### config.mk
export PLATFORM = sky130hd
export DESIGN_NAME = sfp_dev_flat
export DESIGN_NICKNAME = d
export VERILOG_FILES = /design/src/verilog/sfp_pkg.sv /design/src/verilog/sfp_if.sv /design/src/verilog/sfp_sync.sv /design/src/verilog/sfp_dev.sv /design/src/flat_wrapper.sv
export VERILOG_INCLUDE_DIRS = /design/src /design/src/verilog
export SDC_FILE = /design/constraint.sdc
export NUM_CORES = 1
export LEC_CHECK = 0
export ABC_AREA = 1
export CAP_MARGIN = 20
export CORE_MARGIN = 2
export CORE_UTILIZATION = 70
export CTS_BUF_LIST = sky130_fd_sc_hd__clkbuf_8
export CTS_CLUSTER_SIZE = 24
export DETAILED_ROUTE_END_ITERATION = 8
export DONT_BUFFER_PORTS = 1
export PLACE_DENSITY = 0.91
export SLEW_MARGIN = 20
export SYNTH_ARGS = -nofsm -noshare
export SYNTH_HDL_FRONTEND = slang
export SYNTH_SLANG_ARGS = --single-unit
export TNS_END_PERCENT = 30
### constraint.sdc
create_clock -name i_clk -period 3.6 [get_ports i_clk]
set_clock_uncertainty 0.2 [all_clocks]
set_input_delay 0.36 -clock i_clk [delete_from_list [all_inputs] [get_ports i_clk]]
set_output_delay 0.36 -clock i_clk [all_outputs]
set_load 0.01 [all_outputs]
### src/verilog/sfp_regs.svh
// Purpose: Opcodes and timing counts of the serial flash command logic
// Assumes: 125 MHz core clock
// Notes:   Definitions only
`ifndef SFP_REGS_SVH
`define SFP_REGS_SVH

// ----------------------------------------------------------------------
// Opcodes
// ----------------------------------------------------------------------
`define SFP_OP_ID_LONG   8'h9F
`define SFP_OP_ID_SHORT  8'hAB
`define SFP_OP_WR_EN     8'h06
`define SFP_OP_WR_DIS    8'h04
`define SFP_OP_PWR_DOWN  8'hB9
`define SFP_OP_CHIP_ER_A 8'h60
`define SFP_OP_CHIP_ER_B 8'hC7
`define SFP_OP_SSEC_ER_A 8'h20
`define SFP_OP_SSEC_ER_B 8'hD7
`define SFP_OP_SEC_ER    8'hD8
`define SFP_OP_PAGE_PROG 8'h02
`define SFP_OP_STAT_WR   8'h01

// ----------------------------------------------------------------------
// Frame lengths in bytes
// ----------------------------------------------------------------------
`define SFP_LEN_SINGLE   4'h1
`define SFP_LEN_STAT_WR  4'h2
`define SFP_LEN_ERASE    4'h4
`define SFP_LEN_PROG_MIN 4'h5
`define SFP_ID_DUMMY_END 4'h3

// ----------------------------------------------------------------------
// Timing
// ----------------------------------------------------------------------
`define SFP_CLK_NS       8
`define SFP_PU_WAIT_US   500
`define SFP_PU_WAIT_CYC  ((`SFP_PU_WAIT_US * 1000 + `SFP_CLK_NS - 1) / `SFP_CLK_NS)
`define SFP_OP_CYCLES    1000
`define SFP_SCK_HALF     8
`define SFP_SCK_HALF_MIN 8

`endif

### src/verilog/sfp_pkg.sv
// Purpose: Types shared by both ends of the serial flash link
// Assumes: Constants live in sfp_regs.svh
// Notes:   State codes are written out
package sfp_pkg;

    // ------------------------------------------------------------------
    // Device frame modes
    // ------------------------------------------------------------------
    typedef enum logic [2:0] {
        M_CMD      = 3'h0,
        M_ID_LONG  = 3'h1,
        M_ID_DUMMY = 3'h2,
        M_ID_SHORT = 3'h3,
        M_WDATA    = 3'h4,
        M_IGNORE   = 3'h5
    } sfp_mode_e;

    // ------------------------------------------------------------------
    // Host states
    // ------------------------------------------------------------------
    typedef enum logic [1:0] {
        H_PU    = 2'h0,
        H_IDLE  = 2'h1,
        H_SHIFT = 2'h2,
        H_END   = 2'h3
    } sfp_hstate_e;

endpackage : sfp_pkg

### src/verilog/sfp_if.sv
// Purpose: Four-wire serial link plus hold pin between host and device
// Assumes: Data output is pulled high when nobody drives it
// Notes:   so_line is the resolved wire level
interface sfp_if;
    logic sck;
    logic cs_n;
    logic si;
    logic hold_n;
    logic so;
    logic so_oe;
    logic so_line;

    // Pull-up when the output is released
    assign so_line = so_oe ? so : 1'b1;

    modport dev  (input sck, cs_n, si, hold_n, output so, so_oe);
    modport host (output sck, cs_n, si, hold_n, input so_line);
endinterface : sfp_if

### src/verilog/sfp_sync.sv
// Purpose: Two-flop synchroniser for pin inputs
// Assumes: Inputs are asynchronous levels
// Notes:   Stage one feeds stage two only
module sfp_sync #(
    parameter int unsigned W   = 1,
    parameter logic        RST = 1'b0
) (
    // Clock and control
    input  wire logic         i_clk,
    input  wire logic         i_sys_rst,
    input  wire logic         i_ce,
    // Data
    input  wire logic [W-1:0] i_d,
    output logic      [W-1:0] o_q
);
    logic [W-1:0] meta_q;

    initial if (W < 1) $error("sfp_sync: W must be at least 1");

    always_ff @(posedge i_clk)
    begin
        if (i_sys_rst)
        begin
            meta_q <= {W{RST}};
            o_q    <= {W{RST}};
        end
        else if (i_ce)
        begin
            meta_q <= i_d;
            o_q    <= meta_q;
        end
    end
endmodule : sfp_sync

### src/verilog/sfp_dev.sv
// Purpose: Device end: command decode, identification reads, hold,
//          power-down and write protection of a serial flash
// Assumes: Link pins sampled by i_clk, several cycles per serial bit
// Notes:   Mode 0 or 3; data in on sck rise, data out on sck fall
//
// Function
// - Ignore identification reads while operation busy
// - Long ID: opcode, maker, type, capacity, reserved
// - Long ID repeats its four bytes
// - Short ID: opcode, 24 dummy bits, one byte
// - Short ID byte repeats while clocked
// - ID data driven on falling edges; cs ends
// - Hold on fall with sck low, leave on rise
// - Host keeps hold stable while sck high
// - Hold only with cs low; cs rise clears
// - Held: output released, sck and data ignored
// - Host waits power-up time before commands
// - Start in standby, power-down only by command
// - Reset brings all state to defined values
// - Write commands need cs rise on byte boundary
// - Page program needs whole data bytes
// - Status write with extra cycles is ignored
// - Write enable clears when operation completes
// - Short ID opcode byte leaves power-down
`include "sfp_regs.svh"
module sfp_dev #(
    parameter int unsigned OP_CYCLES = `SFP_OP_CYCLES,
    parameter logic [7:0]  MAKER_ID  = 8'hA7, // Arbitrary value
    parameter logic [7:0]  MEM_TYPE  = 8'h5B, // Arbitrary value
    parameter logic [7:0]  MEM_SIZE  = 8'h2C, // Arbitrary value
    parameter logic [7:0]  RSVD_ID   = 8'hE1, // Arbitrary value
    parameter logic [7:0]  SHORT_ID  = 8'h4D  // Arbitrary value
) (
    // Clock and control
    input  wire logic       i_clk,
    input  wire logic       i_sys_rst,
    input  wire logic       i_ce,
    // Serial link
    sfp_if.dev              bus,
    // Core status
    output logic            o_busy,
    output logic            o_wel,
    output logic            o_pwr_down,
    output logic            o_hold,
    output logic            o_op_start,
    output logic [7:0]      o_op_code,
    output logic [7:0]      o_status
);
    initial if (OP_CYCLES < 1 || OP_CYCLES > 32'hFFFF)
        $error("sfp_dev: OP_CYCLES out of range");

    // ------------------------------------------------------------------
    // Pin sampling and edges
    // ------------------------------------------------------------------
    logic [3:0]        pins_s;
    logic              s_sck;
    logic              s_cs_n;
    logic              s_si;
    logic              s_hold_n;
    logic              sck_d_q;
    logic              cs_d_q;
    logic              hold_d_q;
    logic              hold_q;
    logic              act;
    logic              rise;
    logic              fall;
    logic              cs_rise;

    sfp_sync #(.W(4), .RST(1'b1)) u_sync (
        .i_clk     (i_clk),
        .i_sys_rst (i_sys_rst),
        .i_ce      (i_ce),
        .i_d       ({bus.sck, bus.cs_n, bus.si, bus.hold_n}),
        .o_q       (pins_s)
    );

    assign s_sck    = pins_s[3];
    assign s_cs_n   = pins_s[2];
    assign s_si     = pins_s[1];
    assign s_hold_n = pins_s[0];

    always_ff @(posedge i_clk)
    begin
        if (i_sys_rst)
        begin
            sck_d_q  <= 1'b1;
            cs_d_q   <= 1'b1;
            hold_d_q <= 1'b1;
        end
        else if (i_ce)
        begin
            sck_d_q  <= s_sck;
            cs_d_q   <= s_cs_n;
            hold_d_q <= s_hold_n;
        end
    end

    // ------------------------------------------------------------------
    // Hold state
    // ------------------------------------------------------------------
    always_ff @(posedge i_clk)
    begin
        if (i_sys_rst)
            hold_q <= 1'b0;
        else if (i_ce)
        begin
            if (s_cs_n)
                hold_q <= 1'b0;
            else if (!hold_q && hold_d_q && !s_hold_n && !s_sck)
                hold_q <= 1'b1;
            else if (hold_q && s_hold_n && !hold_d_q)
                hold_q <= 1'b0;
        end
    end

    assign act     = ~s_cs_n & ~hold_q;
    assign rise    = act & s_sck & ~sck_d_q;
    assign fall    = act & ~s_sck & sck_d_q;
    assign cs_rise = s_cs_n & ~cs_d_q;

    // ------------------------------------------------------------------
    // Input shifter and counters
    // ------------------------------------------------------------------
    logic [6:0]        in_sh_q;
    logic [2:0]        bit_cnt_q;
    logic [3:0]        byte_cnt_q;
    logic              byte_done;
    logic [7:0]        new_byte;

    assign byte_done = rise & (bit_cnt_q == 3'h7);
    assign new_byte  = {in_sh_q, s_si};

    always_ff @(posedge i_clk)
    begin
        if (i_sys_rst || (i_ce && s_cs_n))
        begin
            in_sh_q    <= 7'h00;
            bit_cnt_q  <= 3'h0;
            byte_cnt_q <= 4'h0;
        end
        else if (i_ce && rise)
        begin
            in_sh_q   <= new_byte[6:0];
            bit_cnt_q <= bit_cnt_q + 3'h1;
            if (byte_done && byte_cnt_q != 4'hF)
                byte_cnt_q <= byte_cnt_q + 4'h1;
        end
    end

    // ------------------------------------------------------------------
    // Frame decode
    // ------------------------------------------------------------------
    sfp_pkg::sfp_mode_e mode_q;
    logic [7:0]        cmd_q;
    logic [7:0]        data_q;
    logic              pd_q;
    logic              busy;

    always_ff @(posedge i_clk)
    begin
        if (i_sys_rst || (i_ce && s_cs_n))
            mode_q <= sfp_pkg::M_CMD;
        else if (i_ce && byte_done)
        begin
            case (mode_q)
                sfp_pkg::M_CMD:
                begin
                    if (new_byte == `SFP_OP_ID_LONG)
                        mode_q <= (busy || pd_q) ? sfp_pkg::M_IGNORE
                                                 : sfp_pkg::M_ID_LONG;
                    else if (new_byte == `SFP_OP_ID_SHORT)
                        mode_q <= busy ? sfp_pkg::M_IGNORE
                                       : sfp_pkg::M_ID_DUMMY;
                    else if (pd_q)
                        mode_q <= sfp_pkg::M_IGNORE;
                    else
                        mode_q <= sfp_pkg::M_WDATA;
                end
                sfp_pkg::M_ID_DUMMY:
                    if (byte_cnt_q == `SFP_ID_DUMMY_END)
                        mode_q <= sfp_pkg::M_ID_SHORT;
                sfp_pkg::M_ID_LONG,
                sfp_pkg::M_ID_SHORT,
                sfp_pkg::M_WDATA,
                sfp_pkg::M_IGNORE:
                    mode_q <= mode_q;
                default:
                    mode_q <= sfp_pkg::M_IGNORE;
            endcase
        end
    end

    always_ff @(posedge i_clk)
    begin
        if (i_sys_rst)
        begin
            cmd_q  <= 8'h00;
            data_q <= 8'h00;
        end
        else if (i_ce && byte_done)
        begin
            if (mode_q == sfp_pkg::M_CMD)
                cmd_q <= new_byte;
            if (mode_q == sfp_pkg::M_WDATA && byte_cnt_q == 4'h1)
                data_q <= new_byte;
        end
    end

    // ------------------------------------------------------------------
    // Command execution at chip select rise
    // ------------------------------------------------------------------
    logic              exec_ok;
    logic              wr_ok;
    logic              start_op;
    logic              is_single;
    logic [15:0]       op_cnt_q;
    logic              op_done;
    logic              wel_q;

    assign is_single = byte_cnt_q == `SFP_LEN_SINGLE;
    assign exec_ok   = cs_rise & (bit_cnt_q == 3'h0) & ~pd_q & ~busy
                     & (mode_q == sfp_pkg::M_WDATA);
    assign wr_ok     = exec_ok & wel_q;
    assign start_op  = wr_ok & (
        ((cmd_q == `SFP_OP_CHIP_ER_A || cmd_q == `SFP_OP_CHIP_ER_B) && is_single)
        || ((cmd_q == `SFP_OP_SSEC_ER_A || cmd_q == `SFP_OP_SSEC_ER_B
             || cmd_q == `SFP_OP_SEC_ER) && byte_cnt_q == `SFP_LEN_ERASE)
        || (cmd_q == `SFP_OP_PAGE_PROG && byte_cnt_q >= `SFP_LEN_PROG_MIN)
        || (cmd_q == `SFP_OP_STAT_WR && byte_cnt_q == `SFP_LEN_STAT_WR));

    assign busy    = op_cnt_q != 16'h0000;
    assign op_done = op_cnt_q == 16'h0001;

    always_ff @(posedge i_clk)
    begin
        if (i_sys_rst)
            op_cnt_q <= 16'h0000;
        else if (i_ce)
        begin
            if (start_op)
                op_cnt_q <= OP_CYCLES[15:0];
            else if (busy)
                op_cnt_q <= op_cnt_q - 16'h0001;
        end
    end

    always_ff @(posedge i_clk)
    begin
        if (i_sys_rst)
            wel_q <= 1'b0;
        else if (i_ce)
        begin
            if (exec_ok && cmd_q == `SFP_OP_WR_EN && is_single)
                wel_q <= 1'b1;
            else if (op_done)
                wel_q <= 1'b0;
            else if (exec_ok && cmd_q == `SFP_OP_WR_DIS && is_single)
                wel_q <= 1'b0;
        end
    end

    always_ff @(posedge i_clk)
    begin
        if (i_sys_rst)
            pd_q <= 1'b0;
        else if (i_ce)
        begin
            if (byte_done && mode_q == sfp_pkg::M_CMD && new_byte == `SFP_OP_ID_SHORT)
                pd_q <= 1'b0;
            else if (exec_ok && cmd_q == `SFP_OP_PWR_DOWN && is_single)
                pd_q <= 1'b1;
        end
    end

    always_ff @(posedge i_clk)
    begin
        if (i_sys_rst)
        begin
            o_op_start <= 1'b0;
            o_op_code  <= 8'h00;
            o_status   <= 8'h00;
        end
        else if (i_ce)
        begin
            o_op_start <= start_op;
            if (start_op)
                o_op_code <= cmd_q;
            if (start_op && cmd_q == `SFP_OP_STAT_WR)
                o_status <= data_q;
        end
    end

    // ------------------------------------------------------------------
    // Identification output
    // ------------------------------------------------------------------
    logic [7:0]        id_tab [4];
    logic [1:0]        id_idx_q;
    logic [7:0]        cur_byte;
    logic              so_q;
    logic              oe_q;

    assign id_tab[0] = MAKER_ID;
    assign id_tab[1] = MEM_TYPE;
    assign id_tab[2] = MEM_SIZE;
    assign id_tab[3] = RSVD_ID;
    assign cur_byte  = (mode_q == sfp_pkg::M_ID_LONG) ? id_tab[id_idx_q]
                                                      : SHORT_ID;

    always_ff @(posedge i_clk)
    begin
        if (i_sys_rst || (i_ce && s_cs_n))
            id_idx_q <= 2'h0;
        else if (i_ce && byte_done && mode_q == sfp_pkg::M_ID_LONG)
            id_idx_q <= id_idx_q + 2'h1;
    end

    always_ff @(posedge i_clk)
    begin
        if (i_sys_rst || (i_ce && s_cs_n))
        begin
            so_q <= 1'b0;
            oe_q <= 1'b0;
        end
        else if (i_ce && fall && (mode_q == sfp_pkg::M_ID_LONG
                                  || mode_q == sfp_pkg::M_ID_SHORT))
        begin
            so_q <= cur_byte[3'h7 - bit_cnt_q];
            oe_q <= 1'b1;
        end
    end

    // ------------------------------------------------------------------
    // Outputs
    // ------------------------------------------------------------------
    assign bus.so      = so_q;
    assign bus.so_oe   = oe_q & act;
    assign o_busy      = busy;
    assign o_wel       = wel_q;
    assign o_pwr_down  = pd_q;
    assign o_hold      = hold_q;
endmodule : sfp_dev

### src/flat_wrapper.sv
// flat-port wrapper written by rule: the top's interface ports become plain ports
module sfp_dev_flat 
#(
    parameter int unsigned OP_CYCLES = `SFP_OP_CYCLES,
    parameter logic [7:0]  MAKER_ID  = 8'hA7,                   
    parameter logic [7:0]  MEM_TYPE  = 8'h5B,                   
    parameter logic [7:0]  MEM_SIZE  = 8'h2C,                   
    parameter logic [7:0]  RSVD_ID   = 8'hE1,                   
    parameter logic [7:0]  SHORT_ID  = 8'h4D                    
)
  (i_clk, i_sys_rst, i_ce, o_busy, o_wel, o_pwr_down, o_hold, o_op_start, o_op_code, o_status, bus_sck, bus_cs_n, bus_si, bus_hold_n, bus_so, bus_so_oe);
  sfp_if bus_i ();
  input  wire logic i_clk;
  input  wire logic i_sys_rst;
  input  wire logic i_ce;
  output logic o_busy;
  output logic o_wel;
  output logic o_pwr_down;
  output logic o_hold;
  output logic o_op_start;
  output logic [7:0] o_op_code;
  output logic [7:0] o_status;
  input wire logic [$bits(bus_i.sck)-1:0] bus_sck;
  input wire logic [$bits(bus_i.cs_n)-1:0] bus_cs_n;
  input wire logic [$bits(bus_i.si)-1:0] bus_si;
  input wire logic [$bits(bus_i.hold_n)-1:0] bus_hold_n;
  output wire logic [$bits(bus_i.so)-1:0] bus_so;
  output wire logic [$bits(bus_i.so_oe)-1:0] bus_so_oe;
  assign bus_i.sck = bus_sck;
  assign bus_i.cs_n = bus_cs_n;
  assign bus_i.si = bus_si;
  assign bus_i.hold_n = bus_hold_n;
  assign bus_so = bus_i.so;
  assign bus_so_oe = bus_i.so_oe;
  sfp_dev #(.OP_CYCLES(OP_CYCLES), .MAKER_ID(MAKER_ID), .MEM_TYPE(MEM_TYPE), .MEM_SIZE(MEM_SIZE), .RSVD_ID(RSVD_ID), .SHORT_ID(SHORT_ID)) u_core (.i_clk(i_clk), .i_sys_rst(i_sys_rst), .i_ce(i_ce), .bus(bus_i), .o_busy(o_busy), .o_wel(o_wel), .o_pwr_down(o_pwr_down), .o_hold(o_hold), .o_op_start(o_op_start), .o_op_code(o_op_code), .o_status(o_status));
endmodule
# Word level (Yosys, flattened, before mapping)

Index checks and enable logic that the tools add are counted.

Reductions and logical operators: 57
Bitwise logic cells: 23
$lt $le $gt $ge: 3
Add/subtract/negate cells: 5
Multiply operators: 0
Divide/modulo/power cells: 0
Shift-type cells: 0
Equal/unequal tests: 25
Mux-type cells: 23

Operators by type and width:

| operator                                                                | number |
|---|---|
| 8-bit equality test (second input constant)                             | 6 |
| 16-bit 2-to-1 mux                                                       | 2 |
| 1-bit logical AND                                                       | 26 |
| 8-bit 2-to-1 mux                                                        | 3 |
| 2-bit AND reduction                                                     | 9 |
| 8-bit binary-select mux with 2-bit select                               | 1 |
| 16-bit by 1-bit equality test with 1-bit output (second input constant) | 1 |
| 8-bit by 3-bit equality test with 1-bit output (second input constant)  | 2 |
| 16-bit nonzero test                                                     | 1 |
| 16-bit by 1-bit subtractor with 16-bit output (second input constant)   | 1 |
| 3-bit 2-to-1 mux                                                        | 5 |
| 1-bit bitwise AND                                                       | 14 |
| 1-bit 2-to-1 mux                                                        | 10 |
| 3-bit equality test (second input constant)                             | 3 |
| 1-bit logical OR                                                        | 9 |
| 3-bit one-hot mux with 3 select lines                                   | 1 |
| 4-bit by 2-bit equality test with 1-bit output (second input constant)  | 2 |
| 8-bit by 1-bit equality test with 1-bit output (second input constant)  | 1 |
| 8-bit by 2-bit equality test with 1-bit output (second input constant)  | 1 |
| 8-bit by 6-bit equality test with 1-bit output (second input constant)  | 1 |
| 8-bit by 7-bit equality test with 1-bit output (second input constant)  | 1 |
| 1-bit NOT                                                               | 8 |
| 3-bit by 2-bit equality test with 1-bit output (second input constant)  | 2 |
| 3-bit logical NOT                                                       | 2 |
| other kinds (19)                                                        | 24 |

Input port bits: 7
Register bits after elaboration: 84
Logic and storage cells: 157
Output and inout port bits: 23
Bits in latches: 0
Memories kept: 0
Bits in read-only memories: 0
RAM bits: 0

# Depth between registers and ports, before layout

Gate-level depths: netlist of the first run.

Depth after elaboration: 11
Gate-level depth with buffers: 14
Gate-level depth less buffers: 13

# Modules after synthesis

A second synthesis of the first run with hierarchy kept.

Cell total of the unflattened synthesis: 585
Area, all modules: 4149.0 µm²

By module, submodules not included:

| module   | instances | area each (µm²) | cells each | seq. area each (µm²) |
|---|---|---|---|---|
| sfp_dev  | 1         | 3870.0          | 550        | 1521.5 |
| sfp_sync | 1         | 279.0           | 35         | 160.2 |

# Worst setup path before layout of the first run

OpenSTA, ideal clock, no wires.

Kind: reg-to-reg
Start point: register u_core.byte_cnt_q[0]
End point: register u_core.o_op_code[0]
Buffers on the path: 1
Required time: 3.268 ns
Data arrival time: 1.519 ns
Stages on the path, launching flop included: 14
Path slack: 1.749 ns
Cells stage by stage: dfxtp_1 inv_1 ha_1 inv_1 o21ai_0 nand2_1 nand2_1 nand2_1 clkinv_1 nand3_2 buf_2 nand3_2 nand2_1 a21oi_1

Longest elaborated chain between the ends: 7
Elaborated cells between the ends (all ways): 13

RTL lines:

| item                                                                                   | line           | text |
|---|---|---|
| start, declared                                                                        | sfp_dev.sv:126 | `logic [3:0] byte_cnt_q;` |
| start signal, assigned                                                                 | sfp_dev.sv:146 | `byte_cnt_q <= byte_cnt_q + 4'h1;` |
| branches (longest 4 deep; another with 4-bit by 3-bit >= comparator with 1-bit output) | -              |  |
| 1-bit logical OR (*)                                                                   | sfp_dev.sv:225 | `` ((cmd_q == `SFP_OP_CHIP_ER_A \|\| cmd_q == `SFP_OP_CHIP_ER_B) && is_single) `` |
| 1-bit bitwise AND (*)                                                                  | sfp_dev.sv:224 | `assign start_op = wr_ok & (` |
| 2-bit AND reduction (no source line) (*)                                               | -              |  |
| end signal, assigned                                                                   | sfp_dev.sv:287 | `o_op_code <= cmd_q;` |
| end, declared                                                                          | sfp_dev.sv:46  | `output logic [7:0] o_op_code,` |

Every way passes the cells marked *.
A chain may end at the register's enable or synchronous reset.

# Worst setup path after layout of the first run

Start point: input i_ce
End point: register u_core.cmd_q[6]

Longest elaborated chain between the ends: 2

RTL lines:

| item                                 | line               | text |
|---|---|---|
| start, declared                      | flat_wrapper.sv:15 | `input wire logic i_ce;` |
| 1-bit logical AND                    | sfp_dev.sv:200     | `else if (i_ce && byte_done)` |
| 2-bit AND reduction (no source line) | -                  |  |
| end signal, assigned                 | sfp_dev.sv:203     | `cmd_q <= new_byte;` |
| end, declared                        | sfp_dev.sv:154     | `logic [7:0] cmd_q;` |

No other way between the ends.

==> impl_metrics.csv, run 1 <==
group,metric,value,unit
final_layout,drive_gt1_share,6.64,%
worst_hold_path,hold_class,"in2reg",
clock_network,tritoncts,"yes",
power,p_clk_share,22.0,%
timing,fmax,364,MHz
global_routing,grt_pass1_wl,15600,um
worst_setup_path,cp.required,3.69,ns
routing,ant_nets,0,
floorplan,die_height,80.9,um
clock_network,clock_latency,0.36,ns
final_layout,nets,602,
worst_hold_path,min_from,"i_ce",
timing,hold_violations,0,
timing,relSlewSlack,33.5,%
yosys,ys_warn_count,0,
clock_network,clock-sinks,84,
timing,setup_violations,0,
floorplan,dieWidth,80.9,um
job,drv_cap,0,
placement,placed_area,4150,sq um
yosys,postSynthCellCount,581,
routing,drc_errors,0,
worst_setup_path,slowest_delay,1.03,ns
worst_setup_path,crit_family,"buffers and inverters",
worst_setup_path,critPathLaunch,"i_ce",
power,power_density,620,nW/um^2
timing,post-route-min-period,2.75,ns
worst_setup_path,path_max_fanout,21,
timing,setup_tns,0,ns
power,internal_power,1660,uW
yosys,synth.distinct_cells,33,
floorplan,pin_count,30,
yosys,synth_area_per_cell,7.12,sq um
power,p_leak,0.00190,uW
run_status,status,"finished, final reports clean",
power,pwr-share-comb,36.4,%
floorplan,initial_core_util,71.1,%
worst_setup_path,endpoint_kind,"flop",
placement,portBuffers,0,
routing,wl_per_cell,14.2,um
power,seqPwrFrac,41.6,%
clock_network,clk_root_buffer_cell,"clkbuf_8",
worst_setup_path,cp_num_buf_inv,2,
worst_setup_path,worstPathCellList,"dlygate4sd3_1 -> nand2_1 -> inv_1 -> nand3_2 -> nor2_1 -> o21ai_0 -> a21oi_1",
yosys,synth-main-ff-cell,"dfxtp_1",
clock_network,cts_htree_levels,3,
timing,fin_crit_sh,76.4,%
yosys,synth_edf_count,0,
routing,drt-total-wl,9410,um
floorplan,rows,28,
power,vdd_drop_max,575,uV
worst_setup_path,crit_arrival,2.84,ns
final_layout,antennaDiodeCount,0,
global_routing,grt_max_degree,36,
worst_setup_path,path_class,"in2reg",
final_layout,postLayoutCellArea,4390,sq um
power,p_switching,1070,uW
placement,dpl.hpwl,6470,um
yosys,ys_seq_area_share,40.6,%
global_routing,antenna_found_initial,0,
yosys,yosys.area.top_type,"dfxtp_1",
final_layout,fill_cells,420,
timing,rsz0062_at_grt,"no",
yosys,synth_area_leaders,"dfxtp_1 (41%), nand2_1 (9.7%), a21oi_1 (7.6%)",
yosys,syn_nets,601,
global_routing,grt_use_total,30.2,%
yosys,syn-cell-area,4140,sq um
routing,avgViaCountPerCell,5.89,
global_routing,grt_pass1_vias,3622,
yosys,ys_ff_latch,84,
clock_network,path_clk_slew,0.08,ns
yosys,ys_async_sr_fraction,0,%
floorplan,core_area,5820,sq um
clock_network,cts_max_path_buffers,2,
placement,place_congestion,0.829,
power,p_sw_share,39.2,%
worst_setup_path,r2r_start,"u_core.bit_cnt_q[0]$_SDFFE_PP0P_",
worst_setup_path,cpMaxStageDelayCell,"dlygate4sd3_1",
routing,drtIter0Drc,390,
global_routing,overflow,0,
worst_setup_path,startpoint_type,"primary input",
clock_network,cts_buffers,9,
yosys,synthDominantCellAreaShare,40.6,%
timing,worst_pin_slew,0.994,ns
floorplan,die-area,6540,sq um
timing,slew_violations,0,
final_layout,syn_to_final_growth,6.17,%
routing,num_vias,3898,
routing,drtPass1Iterations,6,
[stage by stage]
stage	setup WS [ns]	power, uW	hold WS [ns]	cells	util, %
after floorplan	1.75	1930	0.229	581	-
after global placement	1.41	2050	0.232	639	71.4
after detailed placement	1.28	2100	0.234	639	71.4
after CTS	0.888	2710	0.0109	662	75.5
after global routing	0.557	2890	0.0224	662	75.5
final	0.851	2720	0.0171	662	75.5
[routing by layer]
metal / part of all wire [%] / wire [um] / up-vias / global-route usage, %
met5: 0 / 0 / - / 0
met4: 3.3 / 309 / 0 / 15.1
met3: 7.5 / 710 / 45 / 6.78
met2: 47 / 4460 / 158 / 50.2
met1: 42 / 3930 / 1796 / 36.8
li1: - / - / 1899 / -
[worst register-to-register path, delay by kind of cell (launching register included)]
family / cells / cell delay, ns
AO/OA/AOI/OAI: 1 / 0.09
buffers and inverters: 3 / 0.84
flip-flops: 1 / 0.38
adder cells (fa/ha/maj): 1 / 0.17
AND/OR/NAND/NOR: 7 / 0.96
[flip-flops by register name (all words and copies together) (netlist names), 7 cells and up]
register,cells
u_core.data_q,8
u_core.o_status,8
u_core.op_cnt_q,16
u_core.cmd_q,8
u_core.o_op_code,8
u_core.in_sh_q,7
[what timing repair did]
item | CTS | global route
buffers inserted | 0 | 0
gates resized for setup | 0 | 0
hold endpoints to repair | 35 | 0
hold buffers | 7 | 0
[cells in the mapped netlist, types with 3 or more instances]
master	n
nand2_1	107
dfxtp_1	84
inv_1	73
a21oi_1	63
nor2_1	62
o21ai_0	44
nand3_1	40
nand4_1	16
ha_1	13
nor3_1	12
clkbuf_1	10
xor2_1	8
buf_2	6
a31oi_1	5
nand3_2	4
or2_2	4
nand2_2	3
nor2_2	3
nor2_4	3
nor4_1	3
xnor2_1	3
[cells in the final DEF (no fill, tap or decap)]
| cell | count |
|---|---|
| nand2_2 | 3 |
| nor2_4 | 3 |
| nand4_4 | 1 |
| nor4_1 | 3 |
| clkinvlp_4 | 2 |
| xnor2_1 | 3 |
| nor3_1 | 12 |
| clkinv_2 | 2 |
| inv_1 | 75 |
| dfxtp_1 | 84 |
| clkinv_1 | 1 |
| nand3_4 | 1 |
| nor2_2 | 3 |
| a31oi_1 | 5 |
| nand3_1 | 40 |
| xor2_1 | 8 |
| or2_2 | 4 |
| nor3_4 | 1 |
| nand3_2 | 4 |
| o211ai_1 | 2 |
| or3_1 | 1 |
| inv_2 | 2 |
| nand2_1 | 107 |
| o31ai_1 | 1 |
| clkbuf_8 | 10 |
| o21ai_0 | 44 |
| nor3_2 | 1 |
| buf_4 | 2 |
| nand4_1 | 16 |
| dlygate4sd3_1 | 7 |
| nor2_1 | 62 |
| ha_1 | 13 |
| o21bai_1 | 1 |
| a21oi_1 | 63 |
[power groups by stage]
stage	clock [uW]	combinational, uW	sequential [uW]
floorplan	0	805	1120
global placement	0	902	1140
detailed placement	0	953	1150
CTS	604	975	1130
global route	642	1100	1150
finish	599	992	1130
[cells by family after synthesis]
group	count (synthesis)	share of synthesized area (%)
simple gates	262	29.5
compound gates	116	14.4
xor+xnor	11	2.33
fa+ha+maj	13	3.93
buf+inv	95	9.16
flops	84	40.6
[area by class of cell]
type | count | area (sq um) | share of cell area, %
multi-input cells | 402 | 2080 | 47.3
repair buffers | 9 | 85.1 | 1.94
clock buffers | 10 | 138 | 3.13
well taps | 75 | 93.8 | 2.14
clock inverters | 6 | 32.5 | 0.741
flip-flops and latches | 84 | 1680 | 38.3
inverters | 76 | 285 | 6.49
[final timing paths]
check	to	slack (ns)	depth (start not counted)
setup / recovery	u_core.cmd_q[6]$_SDFFE_PP0P_	0.85	7
hold / removal	u_core.o_op_code[0]$_SDFFE_PP0P_	0.02	2
setup reg to reg	u_core.o_wel$_SDFFE_PP0P_	0.87	12
hold reg to reg	u_core.oe_q$_SDFFE_PP0P_	0.27	2
Note: power is estimated with default switching activity, not from simulation.
==> inputs of run 2 (changes only) <==
- ABC_AREA: 1 -> 0
- CORE_UTILIZATION: 70 -> 59
- PLACE_DENSITY: 0.91 -> 0.83
- clock period: 3.6 -> 2.5 ns (I/O delays scaled with it)
==> impl_metrics.csv, run 2 <==
group,metric,value,unit
worst_setup_path,startpoint_type,"flop",
yosys,synth-main-ff-cell,"dfxtp_1",
power,p_switching,1390,uW
floorplan,initial_core_util,60.7,%
clock_network,tritoncts,"yes",
power,internal_power,2640,uW
clock_network,clk_root_buffer_cell,"clkbuf_8",
yosys,postSynthCellCount,468,
power,power_density,843,nW/um^2
final_layout,utilization,70.6,%
timing,slew_violations,0,
power,p_leak,0.00179,uW
routing,drtIter0Drc,220,
worst_setup_path,path_max_fanout,8,
worst_setup_path,cpMaxStageDelayCell,"or4_4",
routing,drc_errors,0,
power,seqPwrFrac,39.6,%
worst_setup_path,crit_arrival,2.60,ns
timing,relSlewSlack,69.7,%
global_routing,grt_use_total,26.7,%
clock_network,clock-sinks,84,
yosys,synth.distinct_cells,59,
timing,rsz0062_at_grt,"yes",
final_layout,syn_to_final_growth,16.3,%
final_layout,postLayoutCellArea,4770,sq um
routing,avgViaCountPerCell,6.16,
timing,fin_ws,-0.000823,ns
routing,num_vias,3601,
timing,post-route-min-period,2.50,ns
floorplan,pin_count,30,
routing,drt-total-wl,9780,um
worst_setup_path,slowest_delay,0.46,ns
worst_setup_path,path_class,"reg2reg",
power,vdd_drop_max,606,uV
yosys,ys_seq_area_share,41.0,%
yosys,yosys.cell_count.top_type,"dfxtp_1",
final_layout,largest_reg_flops,16,
power,p_clk_share,22.8,%
worst_hold_path,hold_class,"in2reg",
yosys,ys_async_sr_fraction,0,%
timing,fin_crit_sh,100,%
yosys,synth_area_per_cell,8.77,sq um
job,drv_cap,0,
yosys,synth_area_leaders,"dfxtp_1 (41%), mux2i_1 (10%), nand2_1 (5.6%)",
routing,wl_per_cell,16.7,um
yosys,syn_nets,488,
worst_setup_path,cp.required,2.59,ns
yosys,ys_ff_latch,84,
yosys,ys_warn_count,0,
worst_setup_path,worstPathCellList,"inv_2 -> ha_4 -> or4b_4 -> or4_4 -> nand2b_4 -> a211oi_4 -> buf_6 -> mux2i_1",
global_routing,overflow,0,
final_layout,regMostFlops,"u_core.op_cnt_q",
clock_network,cts_htree_levels,3,
worst_setup_path,crit_family,"simple AND/OR/NAND/NOR gates",
final_layout,nets,520,
timing,hold_slack,0.0131,ns
power,p_sw_share,34.5,%
global_routing,grt_max_degree,33,
floorplan,die-area,7640,sq um
floorplan,die_height,87.4,um
global_routing,grt_pass1_wl,16000,um
global_routing,antenna_found_initial,0,
worst_setup_path,endpoint_kind,"flop",
placement,dpl.hpwl,6350,um
power,pwr-share-comb,37.7,%
clock_network,clock_latency,0.36,ns
run_status,status,"finished, violations left",
final_layout,seq_area,1690,sq um
final_layout,drive_gt1_share,16.6,%
routing,ant_nets,0,
worst_setup_path,cp_num_buf_inv,2,
floorplan,dieWidth,87.4,um
final_layout,layout_common_cells,"dfxtp_1 (80), nand2_1 (61), nor2_1 (43), mux2i_1 (43), buf_4 (37)",
run_status,violations,"setup timing",
placement,pre_cts_slack,-0.0667,ns
placement,placed_area,4400,sq um
final_layout,mostFrequentLayoutCell,"dfxtp_1",
timing,worst_pin_slew,0.449,ns
global_routing,grt_pass1_vias,3336,
routing,drtPass1Iterations,5,
placement,portBuffers,0,
placement,place_congestion,0.870,
yosys,synthTopCellsByCount,"dfxtp_1 (84), nand2_1 (61), mux2i_1 (43), nor2_1 (43), nand3_1 (27)",
clock_network,cts_buffers,9,
yosys,syn-cell-area,4100,sq um
floorplan,core_area,6760,sq um
timing,fmax,400,MHz
final_layout,fill_cells,509,
yosys,synth_edf_count,0,
timing,setup_violations,1,
floorplan,rows,30,
clock_network,path_clk_slew,0.10,ns
final_layout,antennaDiodeCount,0,
yosys,yosys.area.top_type,"dfxtp_1",
clock_network,cts_max_path_buffers,2,
timing,hold_violations,0,
yosys,synthDominantCellAreaShare,41.0,%
final_layout,multiInputGateArea,2310,sq um
[run 2: cell type report]
type                    count  share of cell area [%]
clock buffers               9                    2.60
clock inverters             7                    1.15
inverters                  15                    1.18
multi-input cells         341                    48.4
flip-flops and latches     84                    35.4
well taps                  80                    2.10
repair buffers             49                    9.23
[run 2: power by group through the flow]
stage	Sequential [uW]	Combinational (uW)	Clock [uW]
detailed placement	1610	1260	0
finish	1590	1520	916
global route	1610	1640	996
CTS	1590	1390	923
floorplan	1610	895	0
global placement	1600	1220	0
[run 2: logic make-up after synthesis]
family	after synthesis	synth area share [%]
XOR/XNOR	12	2.56
multiplexers	43	10.5
flip-flops	84	41.0
AO/OA/AOI/OAI	63	10.2
AND/OR/NAND/NOR	210	27.1
adder cells (fa/ha/maj)	13	3.96
buffers and inverters	43	4.64
[run 2: worst min-delay path, cell delays in order]
cell	delay [ns]
buf_12	0.15
nand3_1	0.08
a21oi_1	0.05
[run 2: final timing paths]
kind                              startpoint                          endpoint  slack, ns  cells past startpoint
max reg2reg  u_core.op_cnt_q[0]$_SDFFE_PP0P_  u_core.o_op_code[6]$_SDFFE_PP0P_    -0.0008                      8
min                                     i_ce  u_core.bit_cnt_q[1]$_SDFFE_PP0P_       0.01                      3
max          u_core.op_cnt_q[0]$_SDFFE_PP0P_  u_core.o_op_code[6]$_SDFFE_PP0P_    -0.0008                      8
min reg2reg       u_core.cs_d_q$_SDFFE_PP1P_        u_core.cs_d_q$_SDFFE_PP1P_       0.27                      1
[run 2: layer usage]
layer	wire (um)	vias up	GRT usage, %	share of wire [%]
li1	-	1731	-	-
met1	4310	1750	35.2	44
met2	4780	104	43.7	49
met3	503	16	6.54	5.1
met4	189	0	6.85	1.9
met5	0	-	0	0
[run 2: what timing repair did]
item | in CTS | in global routing
pin swaps | 3 | 5
setup endpoints to repair | 28 | 24
hold endpoints to repair | 56 | 0
cloned | 0 | 0
hold buffers | 8 | 0
buffers inserted | 1 | 3
resized for setup | 9 | 3
[run 2: per-stage QoR]
stage / TNS [ns] / total power, uW / std cells
floorplan: -2.78 / 2510 / 468
global placement: -0.0580 / 2820 / 557
detailed placement: -0.462 / 2870 / 557
CTS: -0.179 / 3900 / 582
global route: -0.392 / 4240 / 585
finish: -0.000823 / 4020 / 585
